**src/rtl/irq_enable_pkg.sv**
```systemverilog
/*
 * Package for the peripheral interrupt enable bank: register byte offsets,
 * field positions, write masks and reset values.
 * Assumes a 32-bit AXI4-Lite register bus with word-aligned registers.
 */
package irq_enable_pkg;

    // Register byte offsets
    localparam logic [7:0] OFF_ENABLE_TWO   = 8'h00;
    localparam logic [7:0] OFF_ENABLE_THREE = 8'h04;
    localparam logic [7:0] OFF_GLOBAL_GATE  = 8'h08;
    localparam logic [7:0] OFF_REQ_STATUS   = 8'h0c;

    // Field positions, second enable register
    localparam int BIT_OSC_FAIL     = 7;
    localparam int BIT_CLK_SWITCH   = 6;
    localparam int BIT_LOGIC_CELL_B = 1;
    localparam int BIT_LOGIC_CELL_A = 0;

    // Field positions, third enable register
    localparam int BIT_WAVEFORM_GEN = 6;
    localparam int BIT_CAPCOMP_B    = 1;
    localparam int BIT_CAPCOMP_A    = 0;

    // Field position of the global gate in its register
    localparam int BIT_GLOBAL_GATE  = 0;

    // Implemented bits; all others read zero and ignore writes
    localparam logic [7:0] MASK_ENABLE_TWO   = 8'hc3;
    localparam logic [7:0] MASK_ENABLE_THREE = 8'h43;

    // Values after any reset
    localparam logic [7:0] RST_ENABLE_TWO    = 8'h00;
    localparam logic [7:0] RST_ENABLE_THREE  = 8'h00;
    localparam logic       RST_GLOBAL_GATE   = 1'b0;

    // AXI responses
    localparam logic [1:0] RESP_OKAY   = 2'b00;
    localparam logic [1:0] RESP_SLVERR = 2'b10;

    // Number of peripheral request lines
    localparam int NUM_REQ = 7;

endpackage

```
**src/rtl/periph_irq_enable_bank.sv**
```systemverilog
/*
 * Peripheral interrupt enable bank: two 8-bit enable registers, a global
 * peripheral gate and an AXI4-Lite slave to reach them.
 * Assumes request inputs synchronous to i_ref_clk; the global gate bit is
 * held here as a stand-in for the core control register.
 */
// Chosen here: the AXI4-Lite interface to the registers and the register addresses.
`timescale 1ns/1ps
`default_nettype none

module periph_irq_enable_bank
    import irq_enable_pkg::*;
(
    // Clock and reset
    input  wire logic        i_ref_clk,
    input  wire logic        i_rst_n,
    // AXI4-Lite write address
    input  wire logic        i_awvalid,
    output logic             o_awready,
    input  wire logic [7:0]  i_awaddr,
    // AXI4-Lite write data
    input  wire logic        i_wvalid,
    output logic             o_wready,
    input  wire logic [31:0] i_wdata,
    input  wire logic [3:0]  i_wstrb,
    // AXI4-Lite write response
    output logic             o_bvalid,
    input  wire logic        i_bready,
    output logic      [1:0]  o_bresp,
    // AXI4-Lite read address
    input  wire logic        i_arvalid,
    output logic             o_arready,
    input  wire logic [7:0]  i_araddr,
    // AXI4-Lite read data
    output logic             o_rvalid,
    input  wire logic        i_rready,
    output logic      [31:0] o_rdata,
    output logic      [1:0]  o_rresp,
    // Peripheral requests
    input  wire logic        i_osc_fail_req,
    input  wire logic        i_clock_switch_done_req,
    input  wire logic        i_logic_cell_a_req,
    input  wire logic        i_logic_cell_b_req,
    input  wire logic        i_waveform_gen_req,
    input  wire logic        i_capcomp_a_req,
    input  wire logic        i_capcomp_b_req,
    // Gated requests to the core
    output logic      [6:0]  o_gated_req,
    output logic             o_periph_irq
);

    // ------------------------------------------------------------------
    // Address decoding
    // ------------------------------------------------------------------
    typedef enum logic [2:0] {
        SEL_NONE   = 3'b000,
        SEL_TWO    = 3'b001,
        SEL_THREE  = 3'b010,
        SEL_GATE   = 3'b011,
        SEL_STATUS = 3'b100
    } reg_sel_t;

    // Shared by the write and read paths so both agree on the map
    function automatic reg_sel_t decode_addr(input logic [7:0] addr);
        case (addr)
            OFF_ENABLE_TWO:   decode_addr = SEL_TWO;
            OFF_ENABLE_THREE: decode_addr = SEL_THREE;
            OFF_GLOBAL_GATE:  decode_addr = SEL_GATE;
            OFF_REQ_STATUS:   decode_addr = SEL_STATUS;
            default:          decode_addr = SEL_NONE;
        endcase
    endfunction

    // ------------------------------------------------------------------
    // Write channel
    // ------------------------------------------------------------------
    logic        aw_held_reg;
    logic [7:0]  aw_addr_reg;
    logic        w_held_reg;
    logic [31:0] w_data_reg;
    logic [3:0]  w_strb_reg;
    logic        bvalid_reg;
    logic [1:0]  bresp_reg;
    logic        wr_fire;

    assign o_awready = !aw_held_reg && !bvalid_reg;
    assign o_wready  = !w_held_reg && !bvalid_reg;
    assign wr_fire   = aw_held_reg && w_held_reg && !bvalid_reg;

    always_ff @(posedge i_ref_clk or negedge i_rst_n) begin
        if (!i_rst_n) begin
            aw_held_reg <= 1'b0;
            aw_addr_reg <= 8'h00;
        end else if (i_awvalid && o_awready) begin
            aw_held_reg <= 1'b1;
            aw_addr_reg <= i_awaddr;
        end else if (wr_fire) begin
            aw_held_reg <= 1'b0;
        end
    end

    always_ff @(posedge i_ref_clk or negedge i_rst_n) begin
        if (!i_rst_n) begin
            w_held_reg <= 1'b0;
            w_data_reg <= 32'h0000_0000;
            w_strb_reg <= 4'h0;
        end else if (i_wvalid && o_wready) begin
            w_held_reg <= 1'b1;
            w_data_reg <= i_wdata;
            w_strb_reg <= i_wstrb;
        end else if (wr_fire) begin
            w_held_reg <= 1'b0;
        end
    end

    function automatic logic is_mapped(input logic [7:0] addr);
        is_mapped = (decode_addr(addr) != SEL_NONE);
    endfunction

    always_ff @(posedge i_ref_clk or negedge i_rst_n) begin
        if (!i_rst_n) begin
            bvalid_reg <= 1'b0;
            bresp_reg  <= RESP_OKAY;
        end else if (wr_fire) begin
            bvalid_reg <= 1'b1;
            bresp_reg  <= is_mapped(aw_addr_reg) ? RESP_OKAY : RESP_SLVERR;
        end else if (bvalid_reg && i_bready) begin
            bvalid_reg <= 1'b0;
        end
    end

    assign o_bvalid = bvalid_reg;
    assign o_bresp  = bresp_reg;

    // Only byte lane 0 carries register data
    logic wr_lane0;
    logic wr_two;
    logic wr_three;
    logic wr_gate;

    assign wr_lane0 = wr_fire && w_strb_reg[0];
    assign wr_two   = wr_lane0 && (decode_addr(aw_addr_reg) == SEL_TWO);
    assign wr_three = wr_lane0 && (decode_addr(aw_addr_reg) == SEL_THREE);
    assign wr_gate  = wr_lane0 && (decode_addr(aw_addr_reg) == SEL_GATE);

    // ------------------------------------------------------------------
    // Enable registers
    // ------------------------------------------------------------------
    logic [7:0] enable_two;
    logic [7:0] enable_three;
    logic       global_gate_reg;

    enable_reg8 #(
        .MASK      (MASK_ENABLE_TWO),
        .RST_VALUE (RST_ENABLE_TWO)
    ) u_enable_two (
        .i_ref_clk (i_ref_clk),
        .i_rst_n   (i_rst_n),
        .i_wr_en   (wr_two),
        .i_wr_data (w_data_reg[7:0]),
        .o_value   (enable_two)
    );

    enable_reg8 #(
        .MASK      (MASK_ENABLE_THREE),
        .RST_VALUE (RST_ENABLE_THREE)
    ) u_enable_three (
        .i_ref_clk (i_ref_clk),
        .i_rst_n   (i_rst_n),
        .i_wr_en   (wr_three),
        .i_wr_data (w_data_reg[7:0]),
        .o_value   (enable_three)
    );

    always_ff @(posedge i_ref_clk or negedge i_rst_n) begin
        if (!i_rst_n) begin
            global_gate_reg <= RST_GLOBAL_GATE;
        end else if (wr_gate) begin
            global_gate_reg <= w_data_reg[BIT_GLOBAL_GATE];
        end
    end

    // ------------------------------------------------------------------
    // Request gating
    // ------------------------------------------------------------------
    logic [NUM_REQ-1:0] req_vec;
    logic [NUM_REQ-1:0] en_vec;
    logic [NUM_REQ-1:0] gated;
    logic               any_gated;

    assign req_vec = {i_capcomp_b_req, i_capcomp_a_req, i_waveform_gen_req,
                      i_logic_cell_b_req, i_logic_cell_a_req,
                      i_clock_switch_done_req, i_osc_fail_req};

    assign en_vec[0] = enable_two[BIT_OSC_FAIL];
    assign en_vec[1] = enable_two[BIT_CLK_SWITCH];
    assign en_vec[2] = enable_two[BIT_LOGIC_CELL_A];
    assign en_vec[3] = enable_two[BIT_LOGIC_CELL_B];
    assign en_vec[4] = enable_three[BIT_WAVEFORM_GEN];
    assign en_vec[5] = enable_three[BIT_CAPCOMP_A];
    assign en_vec[6] = enable_three[BIT_CAPCOMP_B];

    irq_gate u_gate (
        .i_req         (req_vec),
        .i_enable      (en_vec),
        .i_global_gate (global_gate_reg),
        .o_gated       (gated),
        .o_any         (any_gated)
    );

    // Registered so the outputs come from flip-flops
    logic [6:0] gated_reg;
    logic       periph_irq_reg;

    always_ff @(posedge i_ref_clk or negedge i_rst_n) begin
        if (!i_rst_n) begin
            gated_reg      <= 7'h00;
            periph_irq_reg <= 1'b0;
        end else begin
            gated_reg      <= gated;
            periph_irq_reg <= any_gated;
        end
    end

    assign o_gated_req  = gated_reg;
    assign o_periph_irq = periph_irq_reg;

    // ------------------------------------------------------------------
    // Read channel
    // ------------------------------------------------------------------
    logic        rvalid_reg;
    logic [31:0] rdata_reg;
    logic [1:0]  rresp_reg;

    assign o_arready = !rvalid_reg;

    always_ff @(posedge i_ref_clk or negedge i_rst_n) begin
        if (!i_rst_n) begin
            rvalid_reg <= 1'b0;
            rdata_reg  <= 32'h0000_0000;
            rresp_reg  <= RESP_OKAY;
        end else if (i_arvalid && o_arready) begin
            rvalid_reg <= 1'b1;
            rresp_reg  <= RESP_OKAY;
            case (decode_addr(i_araddr))
                SEL_TWO:    rdata_reg <= {24'h00_0000, enable_two};
                SEL_THREE:  rdata_reg <= {24'h00_0000, enable_three};
                SEL_GATE:   rdata_reg <= {31'h0, global_gate_reg};
                SEL_STATUS: rdata_reg <= {25'h0, gated_reg};
                default: begin
                    rdata_reg <= 32'h0000_0000;
                    rresp_reg <= RESP_SLVERR;
                end
            endcase
        end else if (rvalid_reg && i_rready) begin
            rvalid_reg <= 1'b0;
        end
    end

    assign o_rvalid = rvalid_reg;
    assign o_rdata  = rdata_reg;
    assign o_rresp  = rresp_reg;

endmodule // periph_irq_enable_bank

`default_nettype wire

```
**src/rtl/enable_reg8.sv**
```systemverilog
/*
 * One 8-bit enable register with a fixed mask of implemented bits.
 * Assumes a one-cycle write strobe in the same clock domain.
 */
`timescale 1ns/1ps
`default_nettype none

module enable_reg8 #(
    parameter logic [7:0] MASK      = 8'hff,
    parameter logic [7:0] RST_VALUE = 8'h00
) (
    // Clock and reset
    input  wire logic       i_ref_clk,
    input  wire logic       i_rst_n,
    // Write port
    input  wire logic       i_wr_en,
    input  wire logic [7:0] i_wr_data,
    // Stored value
    output logic      [7:0] o_value
);

    logic [7:0] value_reg;

    always_ff @(posedge i_ref_clk or negedge i_rst_n) begin
        if (!i_rst_n) begin
            value_reg <= RST_VALUE & MASK;
        end else if (i_wr_en) begin
            value_reg <= i_wr_data & MASK;
        end
    end

    assign o_value = value_reg;

endmodule // enable_reg8

`default_nettype wire

```
**src/rtl/irq_gate.sv**
```systemverilog
/*
 * Gating of peripheral requests by individual enables and the global gate.
 * Assumes request inputs are levels synchronous to the clock.
 */
`timescale 1ns/1ps
`default_nettype none

module irq_gate
    import irq_enable_pkg::*;
(
    // Requests and enables
    input  wire logic [NUM_REQ-1:0] i_req,
    input  wire logic [NUM_REQ-1:0] i_enable,
    input  wire logic               i_global_gate,
    // Gated requests
    output logic      [NUM_REQ-1:0] o_gated,
    output logic                    o_any
);

    assign o_gated = i_global_gate ? (i_req & i_enable) : '0;
    assign o_any   = |o_gated;

endmodule // irq_gate

`default_nettype wire

```
**config.mk**
```make
export PLATFORM = sky130hd
export DESIGN_NAME = periph_irq_enable_bank
export DESIGN_NICKNAME = d
export VERILOG_FILES = /design/src/rtl/irq_enable_pkg.sv /design/src/rtl/periph_irq_enable_bank.sv /design/src/rtl/enable_reg8.sv /design/src/rtl/irq_gate.sv
export SDC_FILE = /design/constraint.sdc
export NUM_CORES = 1
export LEC_CHECK = 0
export BUFFER_PORTS_ARGS = -buffer_cell sky130_fd_sc_hd__buf_4
export CAP_MARGIN = 10
export CELL_PAD_IN_SITES_DETAIL_PLACEMENT = 1
export CELL_PAD_IN_SITES_GLOBAL_PLACEMENT = 1
export CORE_AREA = 2 2 89 91
export CTS_CLUSTER_DIAMETER = 150
export CTS_CLUSTER_SIZE = 20
export DETAILED_ROUTE_END_ITERATION = 12
export DIE_AREA = 0 0 91 93
export GPL_TIMING_DRIVEN = 1
export PLACE_DENSITY = 0.74
export SLEW_MARGIN = 40
export SYNTH_ARGS = -nofsm -noshare
export SYNTH_HDL_FRONTEND = slang
export SYNTH_HIERARCHICAL = 1
export SYNTH_SLANG_ARGS = --single-unit
```
**constraint.sdc**
```tcl
create_clock -name i_ref_clk -period 2.1 [get_ports i_ref_clk]
set_input_delay 0.42 -clock i_ref_clk [delete_from_list [all_inputs] [get_ports i_ref_clk]]
set_output_delay 0.42 -clock i_ref_clk [all_outputs]
set_load 0.01 [all_outputs]
```
# --- Word-level counts from Yosys, hierarchy flattened ---
# Cells that the tools add are included.
# Widths: inputs -> output; s select.
totals:
  regBits: 73
  inputBits: 66
op_classes:
  eq_ne: 13
  mux: 15
  bitwise: 1
  reduce_logical: 26
ops:
  columns: ["cell", "n"]
  rows:
  - ["$eq 8x4->1 const B", 4]
  - ["$pmux 8 s4", 1]
  - ["$pmux 3 s4", 2]
  - ["$eq 8x3->1 const B", 2]
  - ["$logic_not 8->1", 2]
  - ["$logic_and 1x1->1", 13]
  - ["$eq 3x2->1 const B", 4]
  - ["$reduce_bool 2->1", 4]
  - ["$and 7x7->7", 1]
  - ["$mux 1", 7]
  - ["$mux 7", 1]
  - ["$reduce_or 7->1", 1]
  - ["$eq 3x1->1 const B", 2]
  - ["$mux 3", 2]
  - ["$logic_not 1->1", 4]
  - ["$mux 2", 2]
  - ["$reduce_or 4->1", 1]
  - ["$eq 3x3->1 const B", 1]
  - ["$reduce_bool 3->1", 1]

# --- Longest topological paths before layout ---
# Gate-level depths: netlist of run 1.
depth:
  depth_word: 6
  mapped_depth: 5
  mapped_depth_nobuf: 4

# --- Hierarchy ---
# Netlist of run 1, hierarchy kept.
modules_own_cells:
  columns: ["mod", "instances", "cells_per_inst", "area_per_inst_um2", "seq_area_each_um2"]
  rows:
  - ["periph_irq_enable_bank", 1, 154, 1841.8, 1001.0]
  - ["enable_reg8 at u_enable_two", 1, 13, 178.9, 100.1]
  - ["enable_reg8 at u_enable_three", 1, 12, 150.1, 75.1]
  - ["irq_gate", 1, 11, 80.1, 0.0]

# --- Least setup slack after synthesis of run 1 ---
# Ideal clock, no wire load.
synth_timing:
  path_type: "register -> register"
  start: "register bvalid_reg, in the netlist o_bvalid"
  end: "register u_enable_two.value_reg[0], in the netlist u_enable_two/o_value[0]"
  setup_time_ns: 0.125
  arrival_ns: 1.935
  required_ns: 1.975
  slack_ns: 0.040
  path_stages_with_launch: 5
  path_buffers: 0
  period_less_slack_ns: 2.060
  path_cell_list: "dfrtp_1 nand3b_1 or3b_1 nor4_1 mux2_2"
synth_between:
  elab_chain_len: 4
synth_rtl:
  columns: ["element", "line", "text"]
  rows:
  - ["start: declaration", "periph_irq_enable_bank.sv:82", "logic bvalid_reg;"]
  - ["start signal: assignment", "periph_irq_enable_bank.sv:122", "bvalid_reg <= 1'b0;"]
  - ["start signal: assignment", "periph_irq_enable_bank.sv:125", "bvalid_reg <= 1'b1;"]
  - ["start signal: assignment", "periph_irq_enable_bank.sv:128", "bvalid_reg <= 1'b0;"]
  - ["$logic_not 1->1", "periph_irq_enable_bank.sv:88", "assign wr_fire = aw_held_reg && w_held_reg && !bvalid_reg;"]
  - ["$logic_and 1x1->1", "periph_irq_enable_bank.sv:88", null]
  - ["$logic_and 1x1->1", "periph_irq_enable_bank.sv:141", "assign wr_lane0 = wr_fire && w_strb_reg[0];"]
  - ["$logic_and 1x1->1", "periph_irq_enable_bank.sv:142", "assign wr_two = wr_lane0 && (decode_addr(aw_addr_reg) == SEL_TWO);"]
  - ["named net wr_two", "periph_irq_enable_bank.sv:137", "logic wr_two;"]
  - ["end signal: assignment", "enable_reg8.sv:26", "value_reg <= RST_VALUE & MASK;"]
  - ["end signal: assignment", "enable_reg8.sv:28", "value_reg <= i_wr_data & MASK;"]
  - ["end: declaration", "enable_reg8.sv:22", "logic [7:0] value_reg;"]
# The timed path passes the listed nets, and every way through them passes these cells.
# A chain may end at the register's enable or synchronous reset.

# --- Worst setup path in the final report of run 1 ---
# Same ends and word-level chain as after synthesis.

==> results of run 1 <==
[worst max-delay path, delay by kind of cell, from the launching register on]
family                 cells  cell delay [ps]
muxes                      1              330
and+or+nand+nor            3              810
DFF                        1              440
buffers and inverters      1              200
[power breakdown]
group | total [mW] | leakage, nW | internal (mW) | switching, mW
sequential | 1.16 | 0.557 | 1.02 | 0.145
clock | 0.569 | 0.0515 | 0.300 | 0.269
combinational | 0.581 | 0.722 | 0.313 | 0.268
total | 2.31 | 1.33 | 1.63 | 0.681
[worst max-delay path by stage]
stage,end,slack (ps),cells after the start
floorplan,u_enable_two/o_value[0]$_DFFE_PN0P_,40,4
detailed placement,u_enable_two/o_value[0]$_DFFE_PN0P_,210,5
finish,u_enable_two/o_value[0]$_DFFE_PN0P_,210,5
global route,u_enable_two/o_value[0]$_DFFE_PN0P_,70,5
global placement,u_enable_two/o_value[6]$_DFFE_PN0P_,250,5
CTS,u_enable_two/o_value[0]$_DFFE_PN0P_,190,5
[final cells by class]
class | instances | area [sq um] | share of cell area (%)
sequential | 43 | 1080 | 41.0
clock buffer | 8 | 100 | 3.82
timing repair buffer | 61 | 458 | 17.5
multi-input combinational | 126 | 846 | 32.3
tap | 102 | 128 | 4.87
inverter | 4 | 15.0 | 0.573
[per-layer routing]
| metal | up-vias | share of wire [%] |
|---|---|---|
| li1 | 673 | - |
| met1 | 667 | 41 |
| met2 | 65 | 48 |
| met3 | 5 | 10 |
| met4 | 0 | 0.88 |
| met5 | - | 0 |
[through the flow]
stage	power, mW	instance area [sq um]	setup WS (ps)	hold WS [ps]
final	2.31	2620	208	117
after global routing	2.47	2620	68.0	149
after CTS	2.35	2620	195	124
after detailed placement	1.78	2520	210	446
after global placement	1.73	2520	246	441
after floorplan	1.56	2230	40.2	124
==> results.md, run 1 <==
* Outcome: finished, final reports clean
* 1st-pass router iterations at 4
* Post-CTS setup buffer count at 0
* First-pass GRT wire length at 7270 microns
* GR Util met2 at 17.0%
* CP max-delay cell: dfrtp_1
* RR Startpoint: o_bvalid$_DFFE_PN0P_
* Reg2reg path depth at 5
* Num CTS Buffers at 5
* DR DRC count at 0
* CTS H-tree depth at 2
* Required time of the critical path at roughly 2300 ps
* FF-to-FF End: u_enable_two/o_value[0]$_DFFE_PN0P_
* Crit path max fanout at 6
* GR Util All Layers at 11.0%
* Worst-Margin Slew at 555 ps
* Dpl hpwl at 3420 microns
* Critical path class: flip-flop to flip-flop
* MaxCap Viol Count at 0
* Fin nets at between 300 and 400
* Maximum clock rate at 0.529 GHz
* Antenna-violating nets left at 0
* Initial Util at around 28%
* Clock sinks at 43
* Fill cells at just under 900
* Final Skew at 3.34 ps
* GRT overflow at 0
* Max stage delay on crit path at 440 ps
* Slew Viols, Final at 0
* Global-route met1 utilization at 13.9%
* Most Crowded Layer GR: met2
* RSZ-0062 raised after global routing: no
* PostCTS Resize Cnt at 0
* DRT iter0 DRCs at 72
* Cell Area, Synth at 2110 sq um
* Buffers added on ports at 57
* Clock latency on the worst-skew pair at roughly 290 ps
* Crit share post-route at 90.1%
* Final core utilization at 34.8%
* Cell row count at 32
* Setup violations, final at 0
* Share of cells above drive strength 1 at 33.5%
* Wirelength per Cell at 12.6 microns
* Crit path DAT at 2070 ps
* Core area at 7530 sq um
* Die height at 93 microns
* Vias in the first global route at 1,472
* Commonest cells after routing, fill and taps aside: buf_4, dfrtp_1, conb_1
* Worst setup EP type: flip-flop
* Maximum vdd drop at ~0.55 mV
* Vias/cell at about 4.1
* Final min period at 1890 ps
* Worst R2R Setup Slack at roughly 210 ps
* Largest net degree at the start of global routing at 44
* Final GP Congestion at between 0.7 and 0.8
* Die width at 91 microns
* CP cell instances: nand3b_1 -> or3b_1 -> nor4_1 -> buf_4 -> mux2_2
* CTS clk-pin slew, worst paths at 80 ps
* Ys Warns at 6
* Placed Cells at 336
* IO Count at 115
* Synth Area per Inst at 11.6 sq um
* CTS Buffer Depth at 2
* Initial antenna violation count at 0
* Final WL at about 4300 microns
* Slew HR at 63.0%
* Cells after Synth at ~180
* Hold/Removal Path Class: input port to async pin
* Commonest non-fill, non-tap cell in the layout: buf_4
* P per Cell Area at 882 nW/um^2
* Layout area overhead at 24.5%
* Die area at 8460 sq um
* Hold buffer count at cts at 0
* GR Util met3 at 4.75%
* Lkg Pwr at about 1.3 nW
* Routed via count at 1,410
* CTS tree: built
* Clock Tree Root: clkbuf_8
* Final hold vios at 0
* Setup crit start: o_bvalid$_DFFE_PN0P_
* Final std cells w/o fill at 344
* CP startpoint kind: flip-flop
* Setup TNS at 0 ps
* # diodes at 0
Power figures use the tool's default switching activity.
==> run 2: changes to the inputs <==
--- a/config.mk
+++ b/config.mk
@@ -7,15 +7,13 @@
 export LEC_CHECK = 0
 export BUFFER_PORTS_ARGS = -buffer_cell sky130_fd_sc_hd__buf_4
 export CAP_MARGIN = 10
-export CELL_PAD_IN_SITES_DETAIL_PLACEMENT = 1
-export CELL_PAD_IN_SITES_GLOBAL_PLACEMENT = 1
-export CORE_AREA = 2 2 89 91
+export CORE_AREA = 2 2 78 80
 export CTS_CLUSTER_DIAMETER = 150
 export CTS_CLUSTER_SIZE = 20
 export DETAILED_ROUTE_END_ITERATION = 12
-export DIE_AREA = 0 0 91 93
+export DIE_AREA = 0 0 80 82
 export GPL_TIMING_DRIVEN = 1
-export PLACE_DENSITY = 0.74
+export PLACE_DENSITY = 0.73
 export SLEW_MARGIN = 40
 export SYNTH_ARGS = -nofsm -noshare
 export SYNTH_HDL_FRONTEND = slang
==> run 2 against run 1 <==
Clock power is 14% lower. Critical path depth stayed put. Sequential share of layout area is 0.84 points higher. Die area is 22% lower. Count of clock-buffer cells in the layout is 1 lower. Core utilization is 9.9 points higher. Via count is 0.78% lower. First-iteration DRC count is 11% lower. Cell count is 7.8% lower. Sequential cell count stayed put. Wire length is 10% lower. Global-route usage is 1.7 points higher.
==> results.md, run 2 (synthesis gave the netlist of run 1 again) <==
* Hold buffer count at cts at 0 (unchanged)
* Die area at 6560 sq um (-22%)
* CTS clk-pin slew, worst paths at 70 ps (about the same)
* Final GP Congestion at 0.746 (+3.5%)
* Required time of the critical path at 2270 ps (about the same)
* IO Count at 115 (unchanged)
* Share of cells above drive strength 1 at 33.1% (-0.41 points)
* Post-CTS setup buffer count at 0 (unchanged)
* CTS tree: built
* Setup TNS at 0 ps (unchanged)
* Final WL at 3890 microns (-10%)
* Critical path's top delay family: simple AND/OR/NAND/NOR gates
* Worst-Margin Slew at 533 ps (-21.1 ps)
* Worst setup EP type: flip-flop
* Initial antenna violation count at 0 (unchanged)
* Initial Util at 36.7% (+8.7 points)
* Crit share post-route at 90.9% (+0.85 points)
* Max stage delay on crit path at 440 ps (about the same)
* Buffers and inverters on the worst path at 1 (unchanged)
* Buffers added on ports at 57 (unchanged)
* Cell row count at 28 (-13%)
* CP max-delay cell: dfrtp_1
* CP startpoint kind: flip-flop
* Die width at 80 microns (-12%)
* Fill cells at 542 (-39%)
* MaxCap Viol Count at 0 (unchanged)
* 1st-pass router iterations at 4 (unchanged)
* Final core utilization at 44.7% (+9.9 points)
* CTS Buffer Depth at 2 (unchanged)
* Clock Tree Root: clkbuf_8
* Setup violations, final at 0 (unchanged)
* DRT iter0 DRCs at 64 (-11%)
* Die height at 82 microns (-12%)
* Slew Viols, Final at 0 (unchanged)
* P per Cell Area at 864 nW/um^2 (-2.1%)
* Vias in the first global route at 1,394 (-5.3%)
* Core area at 5750 sq um (-24%)
* Clock latency on the worst-skew pair at 280 ps (about the same)
* Dpl hpwl at 3050 microns (-11%)
* Outcome: finished, final reports clean
* Crit path max fanout at 6 (unchanged)
* DR DRC count at 0 (unchanged)
* Routed via count at 1,399 (-0.78%)
* Reg2reg path depth at 5 (unchanged)
* Clock sinks at 43 (unchanged)
* PostCTS Resize Cnt at 0 (unchanged)
* Antenna-violating nets left at 0 (unchanged)
* CTS H-tree depth at 2 (unchanged)
* GRT overflow at 0 (unchanged)
* GR Util All Layers at 12.7% (+1.7 points)
* RSZ-0062 raised after global routing: no
* Layout area overhead at 22.0%
* Commonest cells after routing, fill and taps aside: buf_4, dfrtp_1, conb_1
* Final hold vios at 0 (unchanged)
* Slew HR at 64.4% (+1.4 points)
* Num CTS Buffers at 5 (unchanged)
* Hold/Removal Path Class: input port to async pin
* Maximum clock rate at 0.524 GHz (-0.93%)
* Maximum vdd drop at 0.543 mV (-1.2%)
* CP cell instances: nand3b_1 -> or3b_1 -> nor4_1 -> buf_4 -> mux2_2
* Wirelength per Cell at 12.3 microns (-2.5%)
* Crit path DAT at 2080 ps (about the same)
* Largest net degree at the start of global routing at 44 (unchanged)
* Critical path class: flip-flop to flip-flop
* First-pass GRT wire length at 6470 microns (-11%)
* Critical Path Stages at 5 (unchanged)
* Final Skew at 2.74 ps (-0.602 ps)
* Vias/cell at 4.41 (+7.7%)
* # diodes at 0 (unchanged)
* Commonest non-fill, non-tap cell in the layout: buf_4
* Fin nets at 307 (unchanged)
* Final min period at 1910 ps (+17.8 ps)
* Lkg Pwr at 1.32 nW (-0.70%)
## run 2: cell types whose count changed in the layout (fill, tap and decap cells not counted)
cell      before  now
clkinv_2       0    1
clkbuf_1       1    2
clkbuf_8       7    5
## run 2: worst paths after layout
kind                                             from                             endpoint  slack [ps]
hold reg to reg            aw_addr_reg[6]$_DFFE_PN0P_           aw_addr_reg[6]$_DFFE_PN0P_         480
setup reg to reg                 o_bvalid$_DFFE_PN0P_  u_enable_two/o_value[0]$_DFFE_PN0P_         190
min in group i_ref_clk                       i_bready                 o_bvalid$_DFFE_PN0P_         290
setup / recovery                 o_bvalid$_DFFE_PN0P_  u_enable_two/o_value[0]$_DFFE_PN0P_         190
max in group asynchronous                     i_rst_n            w_data_reg[1]$_DFFE_PN0P_        1620
hold / removal                                i_rst_n           aw_addr_reg[0]$_DFFE_PN0P_         120
## run 2: metal layers
layer | vias up | wire length, microns | GRT usage [%]
met3 | 5 | 384 | 4.62
met1 | 650 | 1620 | 14.4
met2 | 75 | 1870 | 22.5
met5 | - | 0 | 0
li1 | 669 | - | -
met4 | 0 | 19 | 3.56
## run 2: final cells by class
cell class              count  area (sq um)  area share, %
clock buffers               7          76.3           2.97
inverters                   4          15.0          0.584
flip-flops and latches     43          1080           41.9
clock inverters             1          5.00          0.195
multi-input cells         126           846           32.9
well taps                  75          93.8           3.65
repair buffers             61           458           17.8
## run 2: power breakdown
group	switching, mW	internal [mW]
Sequential	0.141	1.02
Clock	0.257	0.233
Combinational	0.258	0.313
Total	0.655	1.57
## run 2: per-stage QoR
stage                     hold slack [ps]  total power [mW]  cells  worst slack, ps  instance area [sq um]
after floorplan                       124              1.56    214             40.2                   2230
after global placement                434              1.72    309              262                   2490
after detailed placement              441              1.76    309              219                   2490
after CTS                             125              2.26    317              170                   2570
after global routing                  143              2.40    317              101                   2570
final                                 115              2.22    317              190                   2570
==> run 3: changes to the inputs <==
--- a/config.mk
+++ b/config.mk
@@ -7,15 +7,14 @@
 export LEC_CHECK = 0
 export BUFFER_PORTS_ARGS = -buffer_cell sky130_fd_sc_hd__buf_4
 export CAP_MARGIN = 10
-export CORE_AREA = 2 2 78 80
+export CORE_AREA = 2 2 74 76
 export CTS_CLUSTER_DIAMETER = 150
 export CTS_CLUSTER_SIZE = 20
 export DETAILED_ROUTE_END_ITERATION = 12
-export DIE_AREA = 0 0 80 82
+export DIE_AREA = 0 0 76 78
 export GPL_TIMING_DRIVEN = 1
-export PLACE_DENSITY = 0.73
+export PLACE_DENSITY_LB_ADDON = 0.15
 export SLEW_MARGIN = 40
 export SYNTH_ARGS = -nofsm -noshare
 export SYNTH_HDL_FRONTEND = slang
-export SYNTH_HIERARCHICAL = 1
 export SYNTH_SLANG_ARGS = --single-unit
==> run 3 against run 2 <==
Register-to-register slack improved by 50 ps. Maximum frequency is 2.8% higher. Total power rose by 10%. Clock power rose by 52%. Clock skew increased by 2.7 ps. Critical path type unchanged. Largest power group unchanged.
==> results.md, run 3 <==
* Post-CTS setup buffer count at 0 (unchanged)
* Clock latency on the worst-skew pair at 290 ps (about the same)
* CP startpoint kind: flip-flop
* Netlist cell types at 27
* Die area at 5930 sq um (-9.6%)
* Top-count cell post-synth: dfrtp_1
* Largest net degree at the start of global routing at 44 (unchanged)
* Metal-1 WL at 1600 microns (-1.5%)
* Maximum clock rate at 0.538 GHz (+2.8%)
* Worst setup EP type: flip-flop
* Final GP Congestion at 0.789 (+5.8%)
* Setup violations, final at 0 (unchanged)
* Crit path DAT at 2040 ps (-40 ps)
* Ys Warns at 0 (-6)
* Num CTS Buffers at 5 (unchanged)
* Hold buffer count at cts at 0 (unchanged)
* PostCTS Resize Cnt at 0 (unchanged)
* Top sig layer: met4
* Clock sinks at 43 (unchanged)
* Setup TNS at 0 ps (unchanged)
* RSZ-0062 raised after global routing: no
* Required time of the critical path at 2280 ps (about the same)
* Commonest non-fill, non-tap cell in the layout: buf_4
* Initial antenna violation count at 0 (unchanged)
* DRT iter0 DRCs at 39 (-39%)
* Top cell type's share of synthesized area at 55.5%
* Maximum vdd drop at 0.596 mV (+9.7%)
* Slew HR at 65.1% (+0.63 points)
* Cell row count at 26 (-7.1%)
* CTS Buffer Depth at 2 (unchanged)
* Crit share post-route at 88.4% (-2.5 points)
* Commonest cells after routing, fill and taps aside: buf_4, dfrtp_1, conb_1
* Core area at 5040 sq um (-12%)
* Post-synth EDFFs at 0
* CTS clk-pin slew, worst paths at 80 ps (about the same)
* Ys flop type: dfrtp_1
* Lkg Pwr at 1.26 nW (-4.4%)
* Synth Area per Inst at 11.9 sq um (+2.8%)
* GRT overflow at 0 (unchanged)
* Final Skew at 5.46 ps (+2.71 ps)
* Hold/Removal Path Class: input port to async pin
* Critical path class: flip-flop to flip-flop
* GR Util All Layers at 12.8% (+0.13 points)
* Clock Tree Root: clkbuf_8
* Vias/cell at 4.51 (+2.2%)
* Final hold vios at 0 (unchanged)
* Cells after Synth at 163 (-10%)
* Hold_ws at 101 ps (-13.7 ps)
* Yosys top cell by area: dfrtp_1
* Top post-synthesis cells by area: dfrtp_1, mux2_2, buf_4, nand2_1, o21ai_0
* CTS tree: built
* Die width at 76 microns (-5.0%)
* Cell Area, Synth at 1940 sq um (-7.9%)
* DR DRC count at 0 (unchanged)
* MaxCap Viol Count at 0 (unchanged)
* Die height at 78 microns (-4.9%)
* Layout area overhead at 28.8%
* Buffers added on ports at 57 (unchanged)
* Slew Viols, Final at 0 (unchanged)
* Top cells by count, synth: dfrtp_1, buf_4, mux2_2, nand2_1, o21ai_0
* Final min period at 1860 ps (-52.5 ps)
* Wire length on met2 at 1660 microns (-11%)
* Vias in the first global route at 1,307 (-6.2%)
* Initial Util at 38.5% (+1.8 points)
* Register bit total from synthesis at 43
* IO Count at 115 (unchanged)
* Final WL at 3630 microns (-6.8%)
* Crit path max fanout at 4 (-2)
* Antenna-violating nets left at 0 (unchanged)
* Dpl hpwl at 2780 microns (-8.7%)
* CTS H-tree depth at 2 (unchanged)
* Outcome: finished, final reports clean
* # diodes at 0 (unchanged)
* P per Cell Area at 979 nW/um^2 (+13%)
* First-pass GRT wire length at 6000 microns (-7.1%)
* Post-synthesis sequential area ratio at 55.5%
* Share of cells above drive strength 1 at 40.5% (+7.5 points)
* Wirelength per Cell at 12.2 microns (-0.51%)
* 1st-pass router iterations at 4 (unchanged)
* Ys async rst share at 100%
* Routed via count at 1,339 (-4.3%)
* Routed length on met3 at 331 microns (-14%)
* Worst-Margin Slew at 524 ps (-9.39 ps)
* Fin nets at 292 (-4.9%)
[run 3: path summary, 6_finish.rpt]
path,depth (start not counted),end,slack [ps],startpoint
max,4,u_enable_three.o_value[0]$_DFFE_PN0P_,240,aw_addr_reg[5]$_DFFE_PN0P_
min,1,o_rdata[6]$_DFFE_PN0P_,100,i_rst_n
max reg2reg,4,u_enable_three.o_value[0]$_DFFE_PN0P_,240,aw_addr_reg[5]$_DFFE_PN0P_
min reg2reg,2,o_rdata[0]$_DFFE_PN0P_,470,o_rdata[0]$_DFFE_PN0P_
max in group asynchronous,1,aw_addr_reg[3]$_DFFE_PN0P_,1640,i_rst_n
min in group i_ref_clk,2,o_bvalid$_DFFE_PN0P_,300,i_bready
[run 3: metal layers]
layer  track usage (%)  vias up
met3              4.88        6
met4              4.36        0
met1              15.7      630
li1                  -      643
met5                 0        -
met2              20.9       60
[run 3: through the flow]
step	instances	area [sq um]	utilization, %	power [mW]	setup slack, ps
final	297	2500	49.5	2.44	243
after global routing	297	2500	49.5	2.59	161
after CTS	297	2500	49.5	2.48	236
after detailed placement	289	2360	46.9	1.73	245
after global placement	289	2360	46.9	1.72	247
after floorplan	188	2030	-	1.54	378
[run 3: layout make-up]
class | instances | area (sq um)
clock buffers | 6 | 72.6
clock inverters | 2 | 60.1
fillers | 492 | 2540
inverters | 3 | 11.3
multi-input cells | 113 | 739
flip-flops and latches | 43 | 1080
well taps | 70 | 87.6
repair buffers | 60 | 450
[run 3: kinds of logic (layout without fill, tap and decap cells)]
| logic type | after synthesis | after routing | synth area share, % |
|---|---|---|---|
| muxes | 24 | 24 | 15.0 |
| buffers and inverters | 32 | 71 | 11.2 |
| and+or+nand+nor | 45 | 45 | 12.1 |
| AOI/OAI and AO/OA | 18 | 18 | 6.00 |
| DFF | 43 | 43 | 55.5 |
| other | 1 | 26 | 0.193 |
[run 3: power by group]
part	switching, mW	internal (mW)	total (mW)
Clock	0.271	0.475	0.746
Combinational	0.223	0.309	0.532
Sequential	0.147	1.02	1.17
Total	0.641	1.80	2.44
[run 3: critical path: stages (launching register included)]
cell and delay (ps):
dfrtp_1 380, nor4_1 300, nand2_1 170, or4b_4 590, mux2_4 310
